==> config.mk <==
export PLATFORM = sky130hd
export DESIGN_NAME = wdg_watchdog
export DESIGN_NICKNAME = d
export VERILOG_FILES = /design/src/rtl/wdg_pkg.sv /design/src/rtl/wdg_watchdog.sv
export SDC_FILE = /design/constraint.sdc
export NUM_CORES = 1
export LEC_CHECK = 0
export BUFFER_PORTS_ARGS = -buffer_cell sky130_fd_sc_hd__buf_2
export CAP_MARGIN = 20
export CORE_MARGIN = 4
export CORE_UTILIZATION = 45
export DETAILED_ROUTE_END_ITERATION = 10
export PLACE_DENSITY = 0.69
export RECOVER_POWER = 25
export SLEW_MARGIN = 20
export SYNTH_ARGS = -nofsm -noshare
export SYNTH_HDL_FRONTEND = slang
export SYNTH_SLANG_ARGS = --single-unit
==> constraint.sdc <==
create_clock -name clk_sys -period 2.7 [get_ports clk_sys]
set_input_delay 0.405 -clock clk_sys [delete_from_list [all_inputs] [get_ports clk_sys]]
set_output_delay 0.405 -clock clk_sys [all_outputs]
set_load 0.02 [all_outputs]
==> src/rtl/wdg_pkg.sv <==
// Overview of operation
// - Status register bits 7..4 always read as zero.
// - Bit 3 dog_reset_flag: set on watchdog reset, cleared by power-on or zero write.
// - Bit 2 brownout_reset_flag: set on brown-out, cleared by power-on or zero write.
// - Bit 1 pin_reset_flag: set on pin reset, cleared by power-on or zero write.
// - Bit 0 poweron_reset_flag: set on power-on, cleared only by zero write.
// - Control bit 7 timeout_irq_flag sets on time-out in interrupt operation.
// - Interrupt flag clears on vector execution or on a written one.
// - Interrupt requested only while global enable and timeout_irq_enable are set.
// - Combined mode: vector execution clears enable and flag, leaving reset-only.
// - Combined mode: second time-out without vector execution gives system reset.
// - Unprogrammed fuse: reset and irq enables pick none, irq, reset, irq-then-reset.
// - Programmed always-on fuse forces system reset mode.
// - Clearing reset enable or changing period needs change_unlock set.
// - change_unlock clears itself four system clock cycles after being written.
// - Reset enable reads set while dog_reset_flag is set.
// - Period select sits at control bit 5 (msb) and bits 2..0.
// - Codes 0..9 give 2048 to 1048576 oscillator cycles; 10..15 reserved.
// - The counter counts cycles of the separate low-rate oscillator.
// - A restart request returns the counter to zero.
// - A watchdog system reset is a one-cycle pulse.
package wdg_pkg;
   localparam logic [7:0] ADDR_CAUSE      = 8'h35;
   localparam logic [7:0] ADDR_CTRL       = 8'h60;
   localparam int         CAUSE_DOG       = 3;
   localparam int         CAUSE_BROWN     = 2;
   localparam int         CAUSE_PIN       = 1;
   localparam int         CAUSE_PON       = 0;
   localparam int         CTRL_IRQ_FLAG   = 7;
   localparam int         CTRL_IRQ_EN     = 6;
   localparam int         CTRL_PER_HI     = 5;
   localparam int         CTRL_UNLOCK     = 4;
   localparam int         CTRL_RST_EN     = 3;
   localparam logic [3:0] CAUSE_RESET     = 4'h1;
   localparam logic [3:0] PERIOD_RESET    = 4'h0;
   localparam logic [3:0] PERIOD_MAX_CODE = 4'h9;
   localparam logic [2:0] UNLOCK_CYCLES   = 3'h4;
   localparam logic       FUSE_PROGRAMMED = 1'h0;
   localparam int         BASE_OSC_CYCLES = 2048;

   typedef enum logic [1:0] {
      WDG_STOPPED,
      WDG_IRQ,
      WDG_RESET,
      WDG_IRQ_RESET
   } wdg_mode_t;
endpackage

==> src/rtl/wdg_watchdog.sv <==
// Strobed register access was chosen for this implementation.
`timescale 1ns/1ps
module wdg_watchdog
   import wdg_pkg::*;
#(
   parameter int BASE_CYCLES = BASE_OSC_CYCLES,
   parameter int CNT_W       = 20
) (
   input  wire logic       clk_sys,
   input  wire logic       reset_n,
   input  wire logic [7:0] reg_addr,
   input  wire logic [7:0] reg_wdata,
   input  wire logic       reg_wr,
   input  wire logic       reg_rd,
   output logic      [7:0] reg_rdata,
   input  wire logic       osc_clk_in,
   input  wire logic       restart_req,
   input  wire logic       vector_ack,
   input  wire logic       global_irq_enable,
   input  wire logic       always_on_fuse,
   input  wire logic       brownout_event,
   input  wire logic       pin_reset_event,
   output logic            timeout_irq,
   output logic            dog_reset_pulse
);

   if (BASE_CYCLES < 1 || CNT_W > 30 ||
       (longint'(BASE_CYCLES) << 9) > (longint'(1) << CNT_W)) begin : g_chk
      $error("wdg_watchdog: counter too narrow for the longest period");
   end

   typedef struct packed {
      logic             osc_meta;
      logic             osc_sync;
      logic             osc_prev;
      logic [CNT_W-1:0] count;
      logic [3:0]       cause;
      logic             irq_flag;
      logic             irq_en;
      logic             rst_en;
      logic [3:0]       period;
      logic [2:0]       unlock_cnt;
      logic [7:0]       rdata;
      logic             irq_req;
      logic             dog_rst;
   } wdg_state_t;

   localparam wdg_state_t STATE_RESET = '{
      osc_meta:   1'h0,
      osc_sync:   1'h0,
      osc_prev:   1'h0,
      count:      '0,
      cause:      CAUSE_RESET,
      irq_flag:   1'h0,
      irq_en:     1'h0,
      rst_en:     1'h0,
      period:     PERIOD_RESET,
      unlock_cnt: 3'h0,
      rdata:      8'h00,
      irq_req:    1'h0,
      dog_rst:    1'h0
   };

   wdg_state_t s;
   wdg_state_t next_s;

   logic       fuse_prog;
   logic       tick;
   logic       unlocked;
   logic       rst_en_rd;
   logic       irq_en_rd;
   logic       timeout;
   logic       sys_rst;
   logic       cause_wr;
   logic       ctrl_wr;
   wdg_mode_t  mode;

   // Action on time-out from fuse and enables
   function automatic wdg_mode_t eff_mode(input logic fuse,
                                          input logic rst_enable,
                                          input logic irq_enable);
      wdg_mode_t m;
      m = WDG_RESET;
      if (!fuse) begin
         unique case ({rst_enable, irq_enable})
            2'h0: m = WDG_STOPPED;
            2'h1: m = WDG_IRQ;
            2'h2: m = WDG_RESET;
            2'h3: m = WDG_IRQ_RESET;
         endcase
      end
      return m;
   endfunction

   // Last count before time-out; reserved codes act as the longest
   function automatic logic [CNT_W-1:0] period_last(input logic [3:0] code);
      logic [3:0]     eff;
      logic [CNT_W:0] lim;
      eff = (code > PERIOD_MAX_CODE) ? PERIOD_MAX_CODE : code;
      lim = (CNT_W+1)'(BASE_CYCLES) << eff;
      return CNT_W'(lim - 1'h1);
   endfunction

   assign fuse_prog = (always_on_fuse == FUSE_PROGRAMMED);
   assign tick      = s.osc_sync & ~s.osc_prev;
   assign unlocked  = (s.unlock_cnt != 3'h0);
   assign rst_en_rd = s.rst_en | s.cause[CAUSE_DOG] | fuse_prog;
   assign irq_en_rd = s.irq_en & ~fuse_prog;
   assign mode      = eff_mode(fuse_prog, rst_en_rd, irq_en_rd);
   assign timeout   = tick & ~restart_req &
                      (s.count == period_last(s.period));
   assign cause_wr  = reg_wr & (reg_addr == ADDR_CAUSE);
   assign ctrl_wr   = reg_wr & (reg_addr == ADDR_CTRL);

   always_comb begin
      logic dog;
      dog    = 1'h0;
      next_s = s;

      // Oscillator edge crossing
      next_s.osc_meta = osc_clk_in;
      next_s.osc_sync = s.osc_meta;
      next_s.osc_prev = s.osc_sync;

      if (unlocked) begin
         next_s.unlock_cnt = s.unlock_cnt - 3'h1;
      end

      // Counter
      if (restart_req) begin
         next_s.count = '0;
      end else if (tick) begin
         if (timeout) begin
            next_s.count = '0;
         end else begin
            next_s.count = s.count + 1'h1;
         end
      end

      // Status register writes: zero clears
      if (cause_wr) begin
         for (int i = 0; i < 4; i++) begin
            if (!reg_wdata[i]) begin
               next_s.cause[i] = 1'h0;
            end
         end
      end

      // Control register writes
      if (ctrl_wr) begin
         if (reg_wdata[CTRL_IRQ_FLAG]) begin
            next_s.irq_flag = 1'h0;
         end
         if (!fuse_prog) begin
            next_s.irq_en = reg_wdata[CTRL_IRQ_EN];
         end
         if (reg_wdata[CTRL_UNLOCK]) begin
            next_s.unlock_cnt = UNLOCK_CYCLES;
         end
         if (reg_wdata[CTRL_RST_EN]) begin
            next_s.rst_en = 1'h1;
         end else if (unlocked) begin
            next_s.rst_en = 1'h0;
         end
         if (unlocked) begin
            next_s.period = {reg_wdata[CTRL_PER_HI], reg_wdata[2:0]};
         end
      end

      // Vector executed by the core
      if (vector_ack) begin
         next_s.irq_flag = 1'h0;
         if (mode == WDG_IRQ_RESET) begin
            next_s.irq_en = 1'h0;
         end
      end

      // Time-out action; set wins over write and vector clears, not over a system reset
      if (timeout) begin
         unique case (mode)
            WDG_STOPPED: ;
            WDG_IRQ: next_s.irq_flag = 1'h1;
            WDG_RESET: dog = 1'h1;
            WDG_IRQ_RESET: begin
               if (s.irq_flag) begin
                  dog = 1'h1;
               end else begin
                  next_s.irq_flag = 1'h1;
               end
            end
         endcase
      end

      // System reset returns the control register to defaults
      if (dog | brownout_event | pin_reset_event) begin
         next_s.count      = '0;
         next_s.irq_flag   = 1'h0;
         next_s.irq_en     = 1'h0;
         next_s.rst_en     = 1'h0;
         next_s.period     = PERIOD_RESET;
         next_s.unlock_cnt = 3'h0;
      end
      if (dog) begin
         next_s.cause[CAUSE_DOG] = 1'h1;
      end
      if (brownout_event) begin
         next_s.cause[CAUSE_BROWN] = 1'h1;
      end
      if (pin_reset_event) begin
         next_s.cause[CAUSE_PIN] = 1'h1;
      end
      if (next_s.cause[CAUSE_DOG]) begin
         next_s.rst_en = 1'h1;
      end
      next_s.dog_rst = dog;

      next_s.irq_req = next_s.irq_flag & next_s.irq_en & ~fuse_prog &
                       global_irq_enable;

      // Read data, one cycle after the strobe
      next_s.rdata = 8'h00;
      if (reg_rd) begin
         if (reg_addr == ADDR_CAUSE) begin
            next_s.rdata = {4'h0, s.cause};
         end else if (reg_addr == ADDR_CTRL) begin
            next_s.rdata = {s.irq_flag, irq_en_rd, s.period[3], unlocked,
                            rst_en_rd, s.period[2:0]};
         end
      end
   end

   always_ff @(posedge clk_sys) begin
      if (!reset_n) begin
         s <= STATE_RESET;
      end else begin
         s <= next_s;
      end
   end

   assign sys_rst         = next_s.dog_rst | brownout_event | pin_reset_event;
   assign reg_rdata       = s.rdata;
   assign timeout_irq     = s.irq_req;
   assign dog_reset_pulse = s.dog_rst;
endmodule // wdg_watchdog

-- Word level (Yosys, flattened, before mapping)
Index checks and enable logic that the tools add are counted.
- word-level logic and storage cells: 100
- register bits: 47
- output and inout bits: 10
- reductions and logical operators: 15
- bitwise operators: 20
- mux-type cells: 32
- eq/ne operators: 11
- order comparisons: 1
- add/sub/neg operators: 3
- shifts and indexed selects: 1
- operators by type and width (operator ; count):
    $add A20 B1 Y20 const B ; 1
    $eq A20 B20 Y1 ; 1
    $mux W10 ; 2
    $mux W20 ; 1
    $mux W4 ; 5
    $shl A12 B4 Y20 const A ; 1
    $sub A20 B1 Y20 const B ; 1
    $mux W1 ; 17
    $reduce_and A2 Y1 ; 6
    $and A1 B1 Y1 ; 9
    $eq A2 B2 Y1 const B ; 4
    $eq A8 B6 Y1 const B ; 1
    $eq A8 B7 Y1 const B ; 1
    $pmux W2 S4 ; 1
    $not A1 Y1 ; 7
    $mux W3 ; 2
    $reduce_bool A3 Y1 ; 2
    $eq A2 B1 Y1 const B ; 2
    $gt A4 B4 Y1 const B ; 1
    $mux W2 ; 2
    $ne A2 B1 Y1 const B ; 2
    $or A1 B1 Y1 ; 4
    $pmux W1 S2 ; 2
    $reduce_bool A2 Y1 ; 2
    6 further kinds ; 6

-- Depth between registers and ports, before layout
- depth in word-level cells: 15
- depth in mapped cells: 12
- depth with buffers taken out: 9

-- Worst setup path after synthesis
No wires, ideal clock.
- path kind: flip-flop to flip-flop
- start point: reg s[14] in the netlist's numbering
- end point: reg s (netlist bit timeout_irq)
- cell stages (with the launch flop): 12
- slack: -0.191 ns
- setup time: 0.078 ns
- arrival time: 2.812 ns
- period minus slack after synthesis: 2.891 ns
- cell sequence: dfxtp_1 -> buf_2 -> or4b_2 -> ha_1 -> buf_2 -> or3b_2 -> o21ai_0 -> a221oi_1 -> o32ai_1 -> nand4bb_1 -> nand2_1 -> nor3_1
- longest elaborated chain between the ends: 13
- elaborated cells between the ends (all ways): 14
- those cells by class: 1 x add/sub; 1 x order compare; 1 x eq/ne; 1 x shift; 4 x mux; 6 x bitwise
- ends and longest elaborated chain (what ; line ; source):
    from (decl) ; wdg_watchdog.sv:64 ; wdg_state_t s;
    from (signal assigned) ; wdg_watchdog.sv:236 ; s <= next_s;
    $gt A4 B4 Y1 ; wdg_watchdog.sv:99 ; eff = (code > PERIOD_MAX_CODE) ? PERIOD_MAX_CODE : code;
    $mux W4 * ; wdg_watchdog.sv:99 ;
    $shl A12 B4 Y20 * ; wdg_watchdog.sv:100 ; lim = (CNT_W+1)'(BASE_CYCLES) << eff;
    $sub A20 B1 Y20 * ; wdg_watchdog.sv:101 ; return CNT_W'(lim - 1'h1);
    $eq A20 B20 Y1 * ; wdg_watchdog.sv:111 ; (s.count == period_last(s.period));
    $and A1 B1 Y1 * ; wdg_watchdog.sv:110 ; assign timeout = tick & ~restart_req &
    $mux W1 ; wdg_watchdog.sv:179 ; if (timeout) begin
    $or A1 B1 Y1 (2 in series) ; -- ;
    $mux W10 * ; wdg_watchdog.sv:195 ; if (dog | brownout_event | pin_reset_event) begin
    $and A1 B1 Y1 * (3 in series) ; wdg_watchdog.sv:217 ; next_s.irq_req = next_s.irq_flag & next_s.irq_en & ~fuse_prog &
Every way passes the cells marked *; elsewhere a longest branch is shown, timed or not.
A chain may end at the register's enable or synchronous reset.

-- Worst setup path after layout
- start point: reg s[13] in the netlist's numbering
- end point: reg s[24] in the netlist's numbering
- longest elaborated chain between the ends: 10
- elaborated cells between the ends (all ways): 11
- those cells by class: 1 x add/sub; 1 x order compare; 1 x eq/ne; 1 x shift; 3 x mux; 3 x bitwise; 1 x reduce/logical
- ends and longest elaborated chain (what ; line):
    $gt A4 B4 Y1 ; wdg_watchdog.sv:99
    $mux W4 * ; wdg_watchdog.sv:99
    $shl A12 B4 Y20 * ; wdg_watchdog.sv:100
    $sub A20 B1 Y20 * ; wdg_watchdog.sv:101
    $eq A20 B20 Y1 * ; wdg_watchdog.sv:111
    $and A1 B1 Y1 * ; wdg_watchdog.sv:110
    $mux W1 ; wdg_watchdog.sv:179
    $or A1 B1 Y1 (2 in series) ; --
    $reduce_or A3 Y1 (no line) ; --
Marked as above.

==> flow_summary.yaml <==
layout:
  final_common_cell: "dfxtp_1"
  drive_above_1_share: 0.181
  syn_to_final_growth_pct: 15.3
  diodes: 0
  final_area_um2: 2710
  nNetsFinal: 335
  finalCoreUtilization: 0.534
  final_cell_mix: "dfxtp_1 (45), nor2_1 (34), buf_2 (25)"
timing:
  setup_violations: 0
  slew_headroom: 0.702
  fin_worst_skew_ps: 8.90
  hold_violations: 0
  fmax_ghz: 0.394
  finalWorstPathRequiredPeriod_ps: 2540
  tightest_slew_ps: 441
  fin_crit_sh: 0.940
  maxSlewViolCount: 0
  holdWs_ps: 314
cts:
  cts.clk_slew.worst_paths_ps: 80
  clkLatencyLatePin_ps: 300
  cts.sinks: 47
  cts_tree: "built"
  clock_path_buffers: 2
  cts_made_buffers: 5
  cts_root_buffer: "clkbuf_8"
  h-tree-depth: 2
logic_synthesis:
  synth_top_area_cell: "dfxtp_1"
  synth_edf_count: 0
  synth_flop_cell: "dfxtp_1"
  syn_area_um2: 2350
  yosysWarnings: 0
  syn_inst: 269
  postSynthAreaPerCell_um2: 8.74
  synth_area_leaders: "dfxtp_1 (40%), nor2_1 (5.4%), xor2_1 (4.8%)"
  ys_seq_area_frac: 0.400
  ys_seq_elements: 47
  synth_top_area_share: 0.400
  syn_nets: 300
  synth_cell_types: 52
  async_flop_share: 0
setup_path:
  r2r-start: "s[13]"
  ff2ff_path_depth: 9
  critPathSlowestCell: "or4_4"
  cp_slowest_stage_delay_ps: 560
  startpoint_type: "flip-flop"
  cp.required_ps: 2910
  crit_path_max_fanout: 14
  cp_cell_sequence: "or4_4 -> ha_4 -> or3b_2 -> o21ai_0 -> a221oi_2 -> o32ai_2 -> nor4_2 -> nand2b_4 -> o31ai_1"
  crit_arrival_ps: 2750
  cp-startpoint: "s[13]"
  critPathKind: "flip-flop to flip-flop"
  end_kind: "flip-flop"
grt:
  use_met3: 0.0325
  grt_use_total: 0.158
  antenna_found_initial: 0
  grt_max_degree: 15
  grt_pass1_vias: 1818
  met1_usage: 0.215
  met2_usage: 0.248
  grt_overflow: 0
  grt_pass1_wl_um: 8060
  busiest_layer: "met2"
detailed_routing:
  drc: 0
  dr.pass1.iters: 4
  ant_nets: 0
  dr.first_iter.drc_count: 72
  routed_wl_um: 4800
  wl_per_cell_um: 12.8
  routed_via_density: 5.13
  dr_total_vias: 1917
power_and_ir_drop:
  power_mw: 1.24
  peakVddDrop_v: 0.000349
  powerDensity_nw_per_um2: 459
  leakage_nw: 1.03
flow_run:
  maxCapViolations: 0
placement:
  post_dp_cell_area_um2: 2580
  hpwl_um: 3650
  portBuffers: 36
  gp_congestion: 0.850
floorplan:
  pin_count: 37
  core_area_um2: 5070
  start_util: 0.463
  die-area_um2: 6440
  row_count: 26
  die_x_um: 80.3
  die_h_um: 80.3
min_path:
  hp-class: "primary input to flip-flop"
  worstHoldStart: "osc_clk_in"
  hold_depth: 2
status:
  outcome: "finished, final reports clean"
[metal layers]
layer | wire (µm) | up-vias
met5 | 0 | -
met4 | 44 | 0
met3 | 173 | 2
met2 | 2180 | 34
met1 | 2390 | 894
li1 | - | 987
[area by class of cell]
type | instances | area [µm²]
repair buffers | 45 | 234
inverters | 7 | 26.3
well taps | 70 | 87.6
clock buffers | 6 | 72.6
clock inverters | 1 | 30.0
multi-input cells | 198 | 1320
flip-flops and latches | 47 | 943
fillers | 491 | 2360
[flip-flops by register name, summed over array words and instances, names as in the netlist]
signal	flops
dog_reset_pulse	1
reg_rdata	8
next_s	2
timeout_irq	1
s	35
[report_power, final]
part / switching [mW] / total [mW] / leakage [nW] / internal (mW)
Clock: 0.228 / 0.500 / 0.0513 / 0.272
Sequential: 0.00203 / 0.698 / 0.381 / 0.696
Combinational: 0.0237 / 0.0465 / 0.598 / 0.0229
Total: 0.254 / 1.24 / 1.03 / 0.991
[logic make-up after synthesis]
| group | share of synthesized area |
|---|---|
| adder cells (fa/ha/maj) | 0.0213 |
| AO/OA/AOI/OAI | 0.110 |
| AND/OR/NAND/NOR | 0.289 |
| flip-flops | 0.400 |
| multiplexers | 0.0304 |
| XOR/XNOR | 0.0895 |
| buffers and inverters | 0.0591 |
[worst max-delay path: cells and delay by family, from the launching register on]
| family | cells | cell delay, ps |
|---|---|---|
| compound gates | 4 | 570 |
| fa+ha+maj | 1 | 210 |
| flops | 1 | 350 |
| simple gates | 4 | 1320 |
[per-stage QoR]
stage | setup slack [ps] | TNS, ps | cells
final | 162 | 0 | 374
after global routing | -6.83 | -6.83 | 374
after CTS | 48.3 | 0 | 374
after detailed placement | -5.30 | -5.30 | 366
after global placement | 87.0 | 0 | 366
after floorplan | 72.0 | 0 | 269
[cell usage after synthesis, types with 2 or more instances]
master,n
buf_6,2
nor3_1,3
buf_2,3
nand3_1,13
nor2_1,34
nand2_1,19
nor4_1,2
nand4_1,2
ha_1,4
xnor2_1,11
a21boi_0,2
o21a_1,4
xor2_1,13
mux2i_1,6
a21oi_1,8
nor4b_1,2
and2_1,9
nand2b_1,5
or4b_2,2
clkbuf_1,4
a22o_1,4
and3_1,9
buf_4,8
nor2b_1,7
inv_1,7
and4_1,3
dfxtp_1,47
or3_1,2
a31oi_1,2
o21ai_0,10
[what timing repair did]
action | 4_1_cts | 5_1_grt
hold buffers | 0 | 0
setup buffers | 1 | 0
pin swaps | 1 | 3
endpoints found under the setup margin | 1 | 26
gates resized for setup | 0 | 6
[path summary, 6_finish.rpt]
kind | end | slack [ps]
setup reg to reg | s[24] | 160
hold reg to reg | next_s[44] | 440
setup / recovery | s[24] | 160
hold / removal | next_s[45] | 310
(Power assumes the default switching activity.)
